--- config.mk ---
export PLATFORM = sky130hd
export DESIGN_NAME = tmc_top
export DESIGN_NICKNAME = d
export VERILOG_FILES = /design/src/common/tmc_pkg.sv /design/src/common/tmc_uv_if.sv /design/src/logic/tmc_uv_filter.sv /design/src/logic/tmc_top.sv
export VERILOG_INCLUDE_DIRS = /design/src /design/src/common
export SDC_FILE = /design/constraint.sdc
export NUM_CORES = 1
export LEC_CHECK = 0
export BUFFER_PORTS_ARGS = -buffer_cell sky130_fd_sc_hd__buf_2
export CORE_MARGIN = 5
export CORE_UTILIZATION = 30
export DETAILED_ROUTE_END_ITERATION = 8
export SLEW_MARGIN = 5
export SYNTH_ARGS = -nofsm -noshare
export SYNTH_HDL_FRONTEND = slang
export SYNTH_SLANG_ARGS = --single-unit
--- constraint.sdc ---
create_clock -name clk_i -period 3.55 [get_ports clk_i]
set_clock_uncertainty 0.1 [all_clocks]
set_input_delay 1.065 -clock clk_i [delete_from_list [all_inputs] [get_ports clk_i]]
set_output_delay 1.065 -clock clk_i [all_outputs]
set_load 0.02 [all_outputs]
--- src/common/tmc_defs.svh ---
/*
 * Constants of the transceiver mode controller: timing, register offsets,
 * register fields and reset values.
 * Assumes a 200 MHz system clock; included by its bare name.
 */
`ifndef TMC_DEFS_SVH
`define TMC_DEFS_SVH

// ----------------------------------------------------------------------
// Clock and timing
// ----------------------------------------------------------------------
`define TMC_CLK_PERIOD_NS 5
// Least times, in ns, rounded up to whole clock cycles
`define TMC_UV_DET_NS 10000
`define TMC_UV_REC_NS 10000
`define TMC_LONG_UV_NS 100000
`define TMC_STARTUP_NS 50000
`define TMC_GTS_HOLD_NS 20000
`define TMC_ERR_DLY_NS 1000
`define TMC_CYC(ns) (((ns) + `TMC_CLK_PERIOD_NS - 1) / `TMC_CLK_PERIOD_NS)
`define TMC_UV_DET_CYC `TMC_CYC(`TMC_UV_DET_NS)
`define TMC_UV_REC_CYC `TMC_CYC(`TMC_UV_REC_NS)
`define TMC_LONG_UV_CYC `TMC_CYC(`TMC_LONG_UV_NS)
`define TMC_STARTUP_CYC `TMC_CYC(`TMC_STARTUP_NS)
`define TMC_GTS_CYC `TMC_CYC(`TMC_GTS_HOLD_NS)
`define TMC_ERR_DLY_CYC `TMC_CYC(`TMC_ERR_DLY_NS)
// Width of every timer counter
`define TMC_CNT_W 24

// ----------------------------------------------------------------------
// Register map
// ----------------------------------------------------------------------
`define TMC_CTRL_OFS 8'h00
`define TMC_STAT_OFS 8'h04
`define TMC_CTRL_RST 32'h00000001
`define TMC_CTRL_WAKE_EN_BIT 0
`define TMC_STAT_MODE_LSB 0
`define TMC_STAT_WAKE_BIT 8
`define TMC_STAT_PWON_BIT 9
`define TMC_STAT_WSRC_BIT 10
`define TMC_STAT_LFAIL_BIT 11
`define TMC_STAT_BATUV_BIT 12
`define TMC_STAT_IOUV_BIT 13
`define TMC_STAT_CCUV_BIT 14
`define TMC_STAT_CAN_LSB 16

`endif

--- src/common/tmc_pkg.sv ---
/*
 * Types of the transceiver mode controller.
 * Assumes nothing of its surroundings.
 */
package tmc_pkg;

	// ------------------------------------------------------------------
	// System operating modes, one-hot
	// ------------------------------------------------------------------
	typedef enum logic [5:0] {
		TMC_SYS_OFF = 6'h01,
		TMC_SYS_INIT = 6'h02,
		TMC_SYS_STBY = 6'h04,
		TMC_SYS_NORM = 6'h08,
		TMC_SYS_LSTN = 6'h10,
		TMC_SYS_SLEEP = 6'h20
	} tmc_sys_type;

	// ------------------------------------------------------------------
	// Bus-side modes, one-hot
	// ------------------------------------------------------------------
	typedef enum logic [5:0] {
		TMC_CAN_OFF = 6'h01,
		TMC_CAN_OFFLINE = 6'h02,
		TMC_CAN_WAKE = 6'h04,
		TMC_CAN_PASS = 6'h08,
		TMC_CAN_ACTIVE = 6'h10,
		TMC_CAN_LISTEN = 6'h20
	} tmc_can_type;

endpackage

--- src/common/tmc_uv_if.sv ---
/*
 * Carrier between a supply filter and the mode controller.
 * Assumes one filter and one user per instance.
 */
`timescale 1ns/1ps
interface tmc_uv_if;
	logic below; // Raw comparator: supply under threshold
	logic uv; // Qualified undervoltage
	logic uv_long; // Under threshold for the long detect time
	modport filt (input below, output uv, output uv_long);
	modport user (output below, input uv, input uv_long);
endinterface

--- src/logic/tmc_uv_filter.sv ---
/*
 * Undervoltage qualifier for one supply: detect, recovery and long detect.
 * Assumes the comparator level is synchronous to clk_i.
 */
`timescale 1ns/1ps
`include "tmc_defs.svh"
module tmc_uv_filter import tmc_pkg::*; #(
	parameter int DET_CYC = `TMC_UV_DET_CYC,
	parameter int REC_CYC = `TMC_UV_REC_CYC,
	parameter int LONG_CYC = `TMC_LONG_UV_CYC
)(
	input wire logic clk_i,
	input wire logic rst_i,
	tmc_uv_if.filt uv_port
);

	// ------------------------------------------------------------------
	// State
	// ------------------------------------------------------------------
	logic uv_r; // Qualified status, undervoltage until proven good
	logic long_r; // Long undervoltage seen
	logic [`TMC_CNT_W-1:0] cnt_r; // Disagreement timer
	logic [`TMC_CNT_W-1:0] long_cnt_r; // Continuous-below timer
	logic [`TMC_CNT_W-1:0] lim; // Current disagreement limit

	assign lim = uv_r ? `TMC_CNT_W'(REC_CYC - 1) : `TMC_CNT_W'(DET_CYC - 1);

	// Status flips only after the raw level disagrees for the full time
	always_ff @(posedge clk_i) begin
		if (rst_i) begin
			uv_r <= 1'b1;
			cnt_r <= '0;
		end else if (uv_port.below != uv_r) begin
			if (cnt_r == lim) begin
				uv_r <= uv_port.below;
				cnt_r <= '0;
			end else begin
				cnt_r <= cnt_r + 1'b1;
			end
		end else begin
			cnt_r <= '0; // Agreement restarts the filter
		end
	end

	// Long detect counts an unbroken stretch below threshold
	always_ff @(posedge clk_i) begin
		if (rst_i) begin
			long_r <= 1'b0;
			long_cnt_r <= '0;
		end else if (!uv_port.below) begin
			long_r <= 1'b0;
			long_cnt_r <= '0;
		end else if (long_cnt_r == `TMC_CNT_W'(LONG_CYC - 1)) begin
			long_r <= 1'b1;
		end else begin
			long_cnt_r <= long_cnt_r + 1'b1;
		end
	end

	assign uv_port.uv = uv_r;
	assign uv_port.uv_long = long_r;
endmodule

--- src/logic/tmc_top.sv ---
/*
 * Transceiver mode controller: system mode machine, bus-side machine,
 * diagnostic flags and a Wishbone classic register slave.
 * Assumes pins and comparator levels synchronous to clk_i, 200 MHz.
 */
// Local design decisions: the register addresses and the Wishbone interface to the registers.
`timescale 1ns/1ps
`include "tmc_defs.svh"
module tmc_top import tmc_pkg::*; #(
	parameter int LONG_UV_CYC = `TMC_LONG_UV_CYC,
	parameter int STARTUP_CYC = `TMC_STARTUP_CYC
)(
	input wire logic clk_i,
	input wire logic rst_i,
	input wire logic wb_cyc_i,
	input wire logic wb_stb_i,
	input wire logic wb_we_i,
	input wire logic [7:0] wb_adr_i,
	input wire logic [31:0] wb_dat_i,
	input wire logic [3:0] wb_sel_i,
	output logic [31:0] wb_dat_o,
	output logic wb_ack_o,
	input wire logic standby_select_n_i,
	input wire logic enable_i,
	input wire logic txd_i,
	input wire logic bat_below_i,
	input wire logic io_below_i,
	input wire logic cc_below_i,
	input wire logic local_wake_i,
	input wire logic remote_wake_i,
	input wire logic local_failure_i,
	output logic regulator_inhibit_out_o,
	output logic regulator_inhibit_oe_n_o,
	output logic fault_n_o,
	output logic fault_oe_n_o,
	output logic tx_enable_o,
	output logic rx_enable_o,
	output logic lp_rx_forward_o,
	output logic [5:0] can_mode_o
);

	// ------------------------------------------------------------------
	// Supply qualification
	// ------------------------------------------------------------------
	tmc_uv_if bat_if();
	tmc_uv_if io_if();
	tmc_uv_if cc_if();
	assign bat_if.below = bat_below_i;
	assign io_if.below = io_below_i;
	assign cc_if.below = cc_below_i;

	// One filter per supply, each with its own timers
	tmc_uv_filter #(.LONG_CYC(LONG_UV_CYC)) u_bat_filt (
		.clk_i(clk_i),
		.rst_i(rst_i),
		.uv_port(bat_if)
	);
	tmc_uv_filter #(.LONG_CYC(LONG_UV_CYC)) u_io_filt (
		.clk_i(clk_i),
		.rst_i(rst_i),
		.uv_port(io_if)
	);
	tmc_uv_filter #(.LONG_CYC(LONG_UV_CYC)) u_cc_filt (
		.clk_i(clk_i),
		.rst_i(rst_i),
		.uv_port(cc_if)
	);

	logic bat_uv; // Battery undervoltage, qualified
	logic io_uv; // I/O supply undervoltage, qualified
	logic cc_uv; // Transceiver supply undervoltage, qualified
	logic io_long; // I/O supply below for long time
	logic cc_long; // Transceiver supply below for long time
	assign bat_uv = bat_if.uv;
	assign io_uv = io_if.uv;
	assign cc_uv = cc_if.uv;
	assign io_long = io_if.uv_long;
	assign cc_long = cc_if.uv_long;

	// ------------------------------------------------------------------
	// State and controls
	// ------------------------------------------------------------------
	tmc_sys_type state_r; // System mode
	tmc_sys_type state_nxt;
	tmc_can_type can_r; // Bus-side mode
	tmc_can_type can_nxt;
	logic [`TMC_CNT_W-1:0] init_cnt_r; // Startup timer
	logic [`TMC_CNT_W-1:0] gts_cnt_r; // Go-to-sleep hold timer
	logic [`TMC_CNT_W-1:0] err_cnt_r; // Fault output blanking timer
	logic stb_d_r; // Standby select, last cycle
	logic wake_r; // Wake flag
	logic pwon_r; // Power-on flag
	logic wsrc_r; // Wake-up source flag
	logic lfail_r; // Local failure flag
	logic from_norm_r; // Listen-only was entered from Normal
	logic tx_armed_r; // Transmit seen high in active bus mode
	logic ctrl_wake_en_r; // Software: accept wake-up events
	logic gts_req; // Go-to-sleep pin pattern present
	logic gts_done; // Pattern held for the full hold time
	logic init_done; // Startup time elapsed
	logic low_power; // Standby or Sleep
	logic wake_evt; // Accepted wake-up event
	logic enter_norm; // Normal entered at this edge
	logic flag_sel; // Flag routed to the fault output

	assign low_power = (state_r == TMC_SYS_STBY) || (state_r == TMC_SYS_SLEEP);
	assign gts_req = !standby_select_n_i && enable_i;
	assign gts_done = gts_req && (gts_cnt_r == `TMC_CNT_W'(`TMC_GTS_CYC - 1));
	assign init_done = (state_r == TMC_SYS_INIT) &&
		(init_cnt_r == `TMC_CNT_W'(STARTUP_CYC - 1));
	assign wake_evt = ctrl_wake_en_r && low_power && (local_wake_i || remote_wake_i);
	assign enter_norm = (state_nxt == TMC_SYS_NORM) && (state_r != TMC_SYS_NORM);

	// ------------------------------------------------------------------
	// System mode machine
	// ------------------------------------------------------------------
	// Next mode from pins, qualified supplies and flags
	always_comb begin
		state_nxt = state_r;
		if (bat_uv) begin
			state_nxt = TMC_SYS_OFF;
		end else begin
			case (state_r)
				TMC_SYS_OFF: begin
					state_nxt = TMC_SYS_INIT;
				end
				TMC_SYS_INIT: begin
					if (init_done) begin
						state_nxt = TMC_SYS_STBY;
					end
				end
				TMC_SYS_STBY: begin
					if (io_long || cc_long) begin
						state_nxt = TMC_SYS_SLEEP;
					end else if (gts_done && !wake_r) begin
						state_nxt = TMC_SYS_SLEEP;
					end else if (!io_uv && standby_select_n_i) begin
						// Active mode by enable level
						state_nxt = enable_i ? TMC_SYS_NORM : TMC_SYS_LSTN;
					end
				end
				TMC_SYS_NORM: begin
					if (cc_long) begin
						state_nxt = TMC_SYS_SLEEP;
					end else if (io_uv || !standby_select_n_i) begin
						state_nxt = TMC_SYS_STBY;
					end else if (!enable_i) begin
						state_nxt = TMC_SYS_LSTN;
					end
				end
				TMC_SYS_LSTN: begin
					if (cc_long) begin
						state_nxt = TMC_SYS_SLEEP;
					end else if (io_uv || !standby_select_n_i) begin
						state_nxt = TMC_SYS_STBY;
					end else if (enable_i) begin
						state_nxt = TMC_SYS_NORM;
					end
				end
				TMC_SYS_SLEEP: begin
					// Wake event, standby select edge, or supplies back
					if (wake_evt || (standby_select_n_i && !stb_d_r && !io_uv) ||
						(!cc_uv && !io_uv && !gts_req)) begin
						state_nxt = TMC_SYS_STBY;
					end
				end
				default: begin
					state_nxt = TMC_SYS_OFF;
				end
			endcase
		end
	end

	// Mode register; reset is the cold start
	always_ff @(posedge clk_i) begin
		if (rst_i) begin
			state_r <= TMC_SYS_OFF;
			stb_d_r <= 1'b0;
		end else begin
			state_r <= state_nxt;
			stb_d_r <= standby_select_n_i;
		end
	end

	// ------------------------------------------------------------------
	// Timers
	// ------------------------------------------------------------------
	// Startup counts only while initialising
	always_ff @(posedge clk_i) begin
		if (rst_i || state_r != TMC_SYS_INIT) begin
			init_cnt_r <= '0;
		end else if (!init_done) begin
			init_cnt_r <= init_cnt_r + 1'b1;
		end
	end

	// Go-to-sleep hold counts while the pattern lasts in Standby
	always_ff @(posedge clk_i) begin
		if (rst_i || state_r != TMC_SYS_STBY || !gts_req) begin
			gts_cnt_r <= '0;
		end else if (!gts_done) begin
			gts_cnt_r <= gts_cnt_r + 1'b1;
		end
	end

	// Fault output blanked for a while after every mode change
	always_ff @(posedge clk_i) begin
		if (rst_i) begin
			err_cnt_r <= '0;
		end else if (state_nxt != state_r) begin
			err_cnt_r <= `TMC_CNT_W'(`TMC_ERR_DLY_CYC);
		end else if (err_cnt_r != '0) begin
			err_cnt_r <= err_cnt_r - 1'b1;
		end
	end

	// ------------------------------------------------------------------
	// Diagnostic flags; a set in the clearing cycle wins
	// ------------------------------------------------------------------
	// Wake flag: wake-up events and power-on set it, Normal clears it
	always_ff @(posedge clk_i) begin
		if (rst_i) begin
			wake_r <= 1'b0;
		end else if (wake_evt || init_done) begin
			wake_r <= 1'b1;
		end else if (enter_norm) begin
			wake_r <= 1'b0;
		end
	end

	// Power-on flag: set at the end of startup, cleared in Normal
	always_ff @(posedge clk_i) begin
		if (rst_i) begin
			pwon_r <= 1'b0;
		end else if (init_done) begin
			pwon_r <= 1'b1;
		end else if (enter_norm) begin
			pwon_r <= 1'b0;
		end
	end

	// Wake-up source: local wake or power-on; cleared leaving Normal
	always_ff @(posedge clk_i) begin
		if (rst_i) begin
			wsrc_r <= 1'b0;
		end else if ((wake_evt && local_wake_i) || init_done) begin
			wsrc_r <= 1'b1;
		end else if (state_r == TMC_SYS_NORM && state_nxt != TMC_SYS_NORM) begin
			wsrc_r <= 1'b0;
		end
	end

	// Local failure: held until power-on or a clean Normal entry
	always_ff @(posedge clk_i) begin
		if (rst_i) begin
			lfail_r <= 1'b0;
		end else if (local_failure_i) begin
			lfail_r <= 1'b1;
		end else if (init_done || enter_norm) begin
			lfail_r <= 1'b0;
		end
	end

	// Origin of Listen-only decides which flag it reports
	always_ff @(posedge clk_i) begin
		if (rst_i) begin
			from_norm_r <= 1'b0;
		end else if (state_nxt == TMC_SYS_LSTN && state_r != TMC_SYS_LSTN) begin
			from_norm_r <= (state_r == TMC_SYS_NORM);
		end
	end

	// ------------------------------------------------------------------
	// Bus-side machine
	// ------------------------------------------------------------------
	// Follows the system mode but reads the core supply on its own
	always_comb begin
		case (state_r)
			TMC_SYS_STBY, TMC_SYS_SLEEP: begin
				can_nxt = wake_r ? TMC_CAN_WAKE : TMC_CAN_OFFLINE;
			end
			TMC_SYS_NORM: begin
				can_nxt = cc_uv ? TMC_CAN_PASS : TMC_CAN_ACTIVE;
			end
			TMC_SYS_LSTN: begin
				can_nxt = cc_uv ? TMC_CAN_PASS : TMC_CAN_LISTEN;
			end
			default: begin
				can_nxt = TMC_CAN_OFF;
			end
		endcase
	end

	// Bus-side mode and first-transmit arming
	always_ff @(posedge clk_i) begin
		if (rst_i) begin
			can_r <= TMC_CAN_OFF;
			tx_armed_r <= 1'b0;
		end else begin
			can_r <= can_nxt;
			if (can_r != TMC_CAN_ACTIVE) begin
				tx_armed_r <= 1'b0;
			end else if (txd_i) begin
				tx_armed_r <= 1'b1;
			end
		end
	end

	// ------------------------------------------------------------------
	// Pin outputs, all registered
	// ------------------------------------------------------------------
	// Flag shown on the fault pin depends on the mode
	always_comb begin
		case (state_r)
			TMC_SYS_NORM: flag_sel = wsrc_r;
			TMC_SYS_LSTN: flag_sel = from_norm_r ? lfail_r : pwon_r;
			TMC_SYS_STBY, TMC_SYS_SLEEP: flag_sel = wake_r && !io_uv;
			default: flag_sel = 1'b0;
		endcase
	end

	// Inhibit and fault drivers
	always_ff @(posedge clk_i) begin
		if (rst_i) begin
			regulator_inhibit_out_o <= 1'b0;
			regulator_inhibit_oe_n_o <= 1'b1;
			fault_n_o <= 1'b1;
			fault_oe_n_o <= 1'b1;
		end else begin
			// Driven high in Standby and active modes
			regulator_inhibit_out_o <= 1'b1;
			regulator_inhibit_oe_n_o <= !(state_r == TMC_SYS_STBY ||
				state_r == TMC_SYS_NORM || state_r == TMC_SYS_LSTN);
			// Active low, blanked after a mode change
			fault_n_o <= !(flag_sel && err_cnt_r == '0);
			fault_oe_n_o <= (state_r == TMC_SYS_OFF) || (state_r == TMC_SYS_INIT);
		end
	end

	// Bus-side controls
	always_ff @(posedge clk_i) begin
		if (rst_i) begin
			tx_enable_o <= 1'b0;
			rx_enable_o <= 1'b0;
			lp_rx_forward_o <= 1'b0;
			can_mode_o <= TMC_CAN_OFF;
		end else begin
			tx_enable_o <= (can_r == TMC_CAN_ACTIVE) && tx_armed_r;
			rx_enable_o <= (can_r == TMC_CAN_ACTIVE) || (can_r == TMC_CAN_LISTEN);
			lp_rx_forward_o <= (can_r == TMC_CAN_PASS);
			can_mode_o <= can_r;
		end
	end

	// ------------------------------------------------------------------
	// Wishbone classic slave
	// ------------------------------------------------------------------
	logic wb_req; // New request, not yet answered
	logic [31:0] stat_word; // Status register contents
	assign wb_req = wb_cyc_i && wb_stb_i && !wb_ack_o;
	always_comb begin
		stat_word = '0;
		stat_word[`TMC_STAT_MODE_LSB +: 6] = state_r;
		stat_word[`TMC_STAT_WAKE_BIT] = wake_r;
		stat_word[`TMC_STAT_PWON_BIT] = pwon_r;
		stat_word[`TMC_STAT_WSRC_BIT] = wsrc_r;
		stat_word[`TMC_STAT_LFAIL_BIT] = lfail_r;
		stat_word[`TMC_STAT_BATUV_BIT] = bat_uv;
		stat_word[`TMC_STAT_IOUV_BIT] = io_uv;
		stat_word[`TMC_STAT_CCUV_BIT] = cc_uv;
		stat_word[`TMC_STAT_CAN_LSB +: 6] = can_r;
	end

	// One-wait-state answer; unmapped reads return zero
	always_ff @(posedge clk_i) begin
		if (rst_i) begin
			wb_ack_o <= 1'b0;
			wb_dat_o <= '0;
			ctrl_wake_en_r <= 1'(`TMC_CTRL_RST >> `TMC_CTRL_WAKE_EN_BIT);
		end else begin
			wb_ack_o <= wb_req;
			if (wb_req && wb_we_i && wb_sel_i[0] && wb_adr_i == `TMC_CTRL_OFS) begin
				ctrl_wake_en_r <= wb_dat_i[`TMC_CTRL_WAKE_EN_BIT];
			end
			if (wb_req && !wb_we_i) begin
				case (wb_adr_i)
					`TMC_CTRL_OFS: wb_dat_o <= {31'h00000000, ctrl_wake_en_r};
					`TMC_STAT_OFS: wb_dat_o <= stat_word;
					default: wb_dat_o <= '0;
				endcase
			end
		end
	end
endmodule

==> results of run 1 <==
how the worst max path moves through the flow:
stage                                from                    endpoint  slack (ns)  cells after the start
floorplan                     wb_adr_i[5]   wb_dat_o[10]$_SDFFE_PP0P_        0.55                      7
global placement       standby_select_n_i  err_cnt_r[23]$_SDFFE_PP0P_        0.27                      9
detailed placement     standby_select_n_i  err_cnt_r[19]$_SDFFE_PP0P_        0.24                      9
CTS                 state_r[1]$_SDFF_PP0_   err_cnt_r[1]$_SDFFE_PP0P_        0.59                      8
global route        state_r[2]$_SDFF_PP0_   err_cnt_r[1]$_SDFFE_PP0P_        0.36                      9
finish              state_r[1]$_SDFF_PP0_   err_cnt_r[1]$_SDFFE_PP0P_        0.58                      8
flip-flops by register name, summed over array words and instances, names as in the netlist, 6 cells and up:
register              cells
u_bat_filt.cnt_r         24
gts_cnt_r                24
u_io_filt.long_cnt_r     24
u_cc_filt.cnt_r          24
wb_dat_o                 19
err_cnt_r                24
state_r                   6
u_cc_filt.long_cnt_r     24
u_io_filt.cnt_r          24
can_mode_o                6
init_cnt_r               24
can_r                     6
cell families (layout without fill, tap and decap cells):
family | after synthesis | in the layout | share of synthesized area (%)
fa+ha+maj | 8 | 8 | 0.9033
compound gates | 103 | 103 | 6.639
xor+xnor | 166 | 166 | 13.12
buf+inv | 78 | 146 | 3.534
other cells | 1 | 13 | 0.03384
simple gates | 659 | 659 | 29.69
flops | 250 | 250 | 45.16
mux | 10 | 10 | 0.9146
power by group:
part,internal (W),leakage [nW],total [W],switching (W)
registers,0.00291,2.02,0.00300,0.0000946
clock network,0.00194,0.488,0.00304,0.00110
logic,0.000299,1.98,0.000702,0.000403
cells in the final DEF (no fill, tap or decap), types with 8 or more instances in the layout:
cell type / count
nand2_1: 98
and4_1: 10
o21ai_0: 25
clkbuf_16: 29
nor4_1: 33
ha_1: 8
dfxtp_1: 250
a22oi_1: 18
buf_4: 16
nand4_1: 32
inv_1: 25
clkbuf_8: 8
nor3_1: 27
nor3b_1: 9
a21oi_1: 20
nor2b_1: 11
or3_1: 29
nor2_1: 251
a31oi_1: 8
or4_1: 9
xor2_1: 91
buf_2: 56
conb_1: 13
and2_1: 8
mux2i_1: 9
and3_1: 27
nand3_1: 75
xnor2_1: 75
nor4b_1: 11
layout make-up:
class | instances | share of cell area (%)
Multi-Input combinational cell | 959 | 44.74
Sequential cell | 250 | 39.07
Clock buffer | 41 | 6.643
Tap cell | 468 | 4.572
Timing Repair Buffer | 72 | 3.126
Clock inverter | 8 | 1.114
Inverter | 25 | 0.7326
metal layers:
metal  vias to the layer above  GRT usage (%)
met3                        30          1.749
met2                       125          17.96
li1                       4486              -
met4                         4          2.789
met1                      4027          14.87
met5                         -              0
per-stage QoR:
step | setup WS [ns] | hold slack (ns)
detailed placement | 0.2351 | 0.3444
global route | 0.3641 | 0.3785
finish | 0.5832 | 0.3545
floorplan | 0.5529 | 0.3258
CTS | 0.5897 | 0.3580
global placement | 0.2744 | 0.3410
==> metrics, run 1 <==
status finished clean; setup repair after global routing missed its margin no; TritonCTS clock tree yes; largest net degree at the start of global routing 26; Crit path buffers/inverters 1; CTS Hold Bufs 0; violation count after the first detailed-route iteration 387; cell area after synthesis 11080 um2; DR top layer met5; CTS Sinks 250; Avg Cell Area, Syn 8.692 um2; Crit Reg-Reg Endpoint err_cnt_r[1]$_SDFFE_PP0P_; initial antenna violation count 2; critical path peak fanout 21; Worst-path clk slew 0.06 ns; Ant. Diodes 0; Post-CTS Setup Bufs 0; Post-Syn Instances 1275; Async SR Flop Fraction 0%; fill count 3719; Reg2Reg Setup Slack 0.58 ns; Synth top area share 45.16%; slowest CP cell or4_1; routed wl met2 10060 um; placed inst area 11820 um2; Crit Path Class flop to flop; Fin. Hold Viols 0; final std cells w/o fill 1823; biggest area consumer among synthesized cells dfxtp_1; CP Capture Type flop; CP Data Required Time 3.88 ns; Worst Tran Pin Value 0.8407 ns; io pins 104; share of layout cells above drive strength 1 10.92%; Vias/cell 4.757; max-cap viol count 0; largest stage delay on the critical path 0.67 ns; gr usage total 10.86%; DR pass1 iterations 4; die extent in y 202.2 um; min-delay src tx_armed_r$_SDFFE_PP0P_; Worst-Skew Late Latency 0.53 ns; met1 WL 11160 um; R2R depth 8; top cells by count, synth 251 x nor2_1, 250 x dfxtp_1, 98 x nand2_1; minimum clock period 2.967 ns; gpl congestion 0.8082; final core utilization 35.07%; Initial Util 30.34%; number of global-route vias before repair 8390; RR Startpoint state_r[1]$_SDFF_PP0_; type of origin of the critical path flop; Syn. warnings 0; Final Setup Violations 0; most common cell in the netlist nor2_1; Pwr Total 0.006738 W; Main synth FF type dfxtp_1; GR Overflow Total 0; Die X 202.2 um; synth unique cells 73; critical path's top delay family simple AND/OR/NAND/NOR gates; CTS Buffer Depth 3; routed wire length on met3 1108 um; max frequency 337.1 MHz; Hold Crit Class flop to flop; CTS-repair resized insts 0; post-DP HPWL 16000 um; Max-Slew Margin vs Limit 43.44%; Core Rows 70; crit path cell chain or2_1 -> or4_1 -> a2111oi_4 -> xnor2_1 -> and4_2 -> o311ai_2 -> buf_4 -> a211oi_1; Area contributors post-synth dfxtp_1 45%, nor2_1 8.5%, xor2_1 7.2%; WHS Endpoint tx_enable_o$_SDFF_PP0_; final worst path period share 83.57%; Arrival @ worst endpoint 3.30 ns; Static Leak 4.487 nW; Finished Cell Area 12810 um2; Residual DRC 0; Inst Count DP 1774; pwr dens 526.0 nW/um2; first-pass GRT wire length 39310 um; Nets 1402; area delta synth->final 15.58%; VDD IR max 0.3111 mV; Root Driver clkbuf_16; setup_tns 0 ns; FF/Latch Area 5005 um2; vias 8672; number of port buffers 56; DRT antenna net count 0; H-tree levels 1; Hold Crit Depth 1; register area share after synthesis 45.16%; Avg WL per Cell 12.46 um; Multi-input gate area 5731 um2; Die ar. 40880 um2; Routed WL 22720 um; Max Slew Vio Count 0; EDFF count, synth 0; core footprint 36520 um2; CTS buffer count 28; Yosys reg bits 250
No activity file was read; power rests on OpenSTA's default activity.
==> run 2, diff against run 1 <==
==> constraint.sdc (replaced) <==
create_clock -name clk_i -period 2.4 [get_ports clk_i]
set_clock_uncertainty 0.1 [all_clocks]
set_input_delay 0.72 -clock clk_i [delete_from_list [all_inputs] [get_ports clk_i]]
set_output_delay 0.72 -clock clk_i [all_outputs]
set_load 0.02 [all_outputs]
==> run 2 against run 1 <==
Effect of this change: the run now ends with negative setup slack left; sequential power increased by 48%; core utilization increased by 2.5 points; largest power group unchanged; non-clock buffer count increased by 93; first-iteration DRC count increased by 8.0%; setup slack got worse by 0.75 ns; clock power increased by 52%; critical path depth increased by 1; sequential share of layout area decreased by 2.5 points.
==> metrics, run 2 (synthesis results as in run 1) <==
violation count after the first detailed-route iteration 418; VDD IR max 0.5201 mV; area delta synth->final 23.83%; number of port buffers 56; first-pass GRT wire length 41460 um; gr usage total 11.66%; status finished with violations; DRT antenna net count 0; Nets 1496; CTS buffer count 29; Worst-path clk slew 0.06 ns; TritonCTS clock tree yes; CTS Sinks 250; Inst Count DP 1867; die extent in y 202.2 um; final worst path period share 106.9%; Max-Slew Margin vs Limit 60.04%; Max Slew Vio Count 0; gpl congestion 0.8421; most frequent cells in the layout 251 x nor2_1, 244 x dfxtp_1, 104 x buf_4, 97 x nand2_1, 91 x xor2_1; Initial Util 30.34%; Final Setup Violations 24; Ant. Diodes 0; critical path peak fanout 3; final std cells w/o fill 1919; io pins 104; H-tree levels 1; setup_tns -2.405 ns; failing checks negative setup slack; number of global-route vias before repair 8796; Die ar. 40880 um2; max frequency 389.8 MHz; Arrival @ worst endpoint 2.91 ns; Routed WL 24460 um; Hold Crit Class input pin to flop; CP Data Required Time 2.75 ns; Die X 202.2 um; CTS Buffer Depth 3; CTS Hold Bufs 0; R2R depth 9; Core Rows 70; Avg WL per Cell 12.75 um; post-DP HPWL 17540 um; most common cell after layout, fill and taps aside nor2_1; Static Leak 5.009 nW; max-cap viol count 0; fin worst setup slack -0.1657 ns; largest net degree at the start of global routing 26; pwr dens 742.2 nW/um2; setup repair after global routing missed its margin yes; Hold Crit Depth 2; GR Overflow Total 0; Root Driver clkbuf_16; DR pass1 iterations 5; Residual DRC 0; core footprint 36520 um2; vias 9014; minimum clock period 2.566 ns; Worst-Skew Late Latency 0.57 ns; share of layout cells above drive strength 1 18.19%; Worst Tran Pin Value 0.5939 ns; initial antenna violation count 2; Crit Path Class flop to flop; Fin. Hold Viols 0; type of origin of the critical path flop; CP Capture Type flop; Vias/cell 4.697
run 2: cell types whose count changed in the layout (fill, tap and decap cells not counted), moves of 3 or more:
cell     before  now
buf_12        0    4
dfxtp_2       0    6
buf_4        16  104
dfxtp_1     250  244
nor4b_4       0    3
run 2: cell type report:
class | instances | area, um2
Multi-Input combinational cell | 959 | 5857
Fill cell | 3682 | 22800
Clock inverter | 10 | 147.6
Timing Repair Buffer | 165 | 1152
Tap cell | 468 | 585.6
Sequential cell | 250 | 5012
Inverter | 25 | 93.84
Clock buffer | 42 | 874.6
run 2: per-stage QoR:
stage               setup slack (ns)  power, W  util (%)  area (um2)  hold WS [ns]
floorplan                  -0.008205  0.005358         -       11150        0.3258
global placement             -0.3129  0.005631     34.45       12580        0.3427
detailed placement           -0.3517  0.005659     34.45       12580        0.3459
CTS                          -0.1477   0.01034     37.37       13650        0.2291
global route                 -0.2467   0.01067     37.57       13720        0.2473
finish                       -0.1657   0.01018     37.57       13720        0.2574
run 2: repair_timing:
action	CTS	global route
endpoints found under the setup margin	27	38
setup buffers	1	1
gates resized for setup	11	15
pin swaps	4	7
cloned	0	0
run 2: worst paths after layout:
check	startpoint	end	slack (ns)
max reg2reg	gts_cnt_r[19]$_SDFFE_PP0P_	err_cnt_r[7]$_SDFFE_PP0P_	-0.17
min	txd_i	tx_armed_r$_SDFFE_PP0P_	0.26
min reg2reg	tx_armed_r$_SDFFE_PP0P_	tx_enable_o$_SDFF_PP0_	0.36
max	gts_cnt_r[19]$_SDFFE_PP0P_	err_cnt_r[7]$_SDFFE_PP0P_	-0.17
run 2: layer usage:
metal  GRT usage, %  wire length, um  vias up
met1          15.20            11580     4177
met2          19.43            11150      115
met5              0               21        -
met3          2.840             1150       46
met4          3.007              556        4
li1               -                -     4672
run 2: report_power, final:
part	switching [W]	internal (W)
clock network	0.00176	0.00285
registers	0.000143	0.00430
logic	0.000625	0.000510
total	0.00253	0.00766
run 2: worst max-delay path, cell delays in order, from the launching register on:
cell and delay (ns):
dfxtp_2 0.32, or4_4 0.56, nor4_4 0.37, nand3_2 0.11, buf_4 0.15, a21bo_2 0.20
o21a_1 0.18, o32ai_2 0.23, buf_4 0.17, a31oi_1 0.08
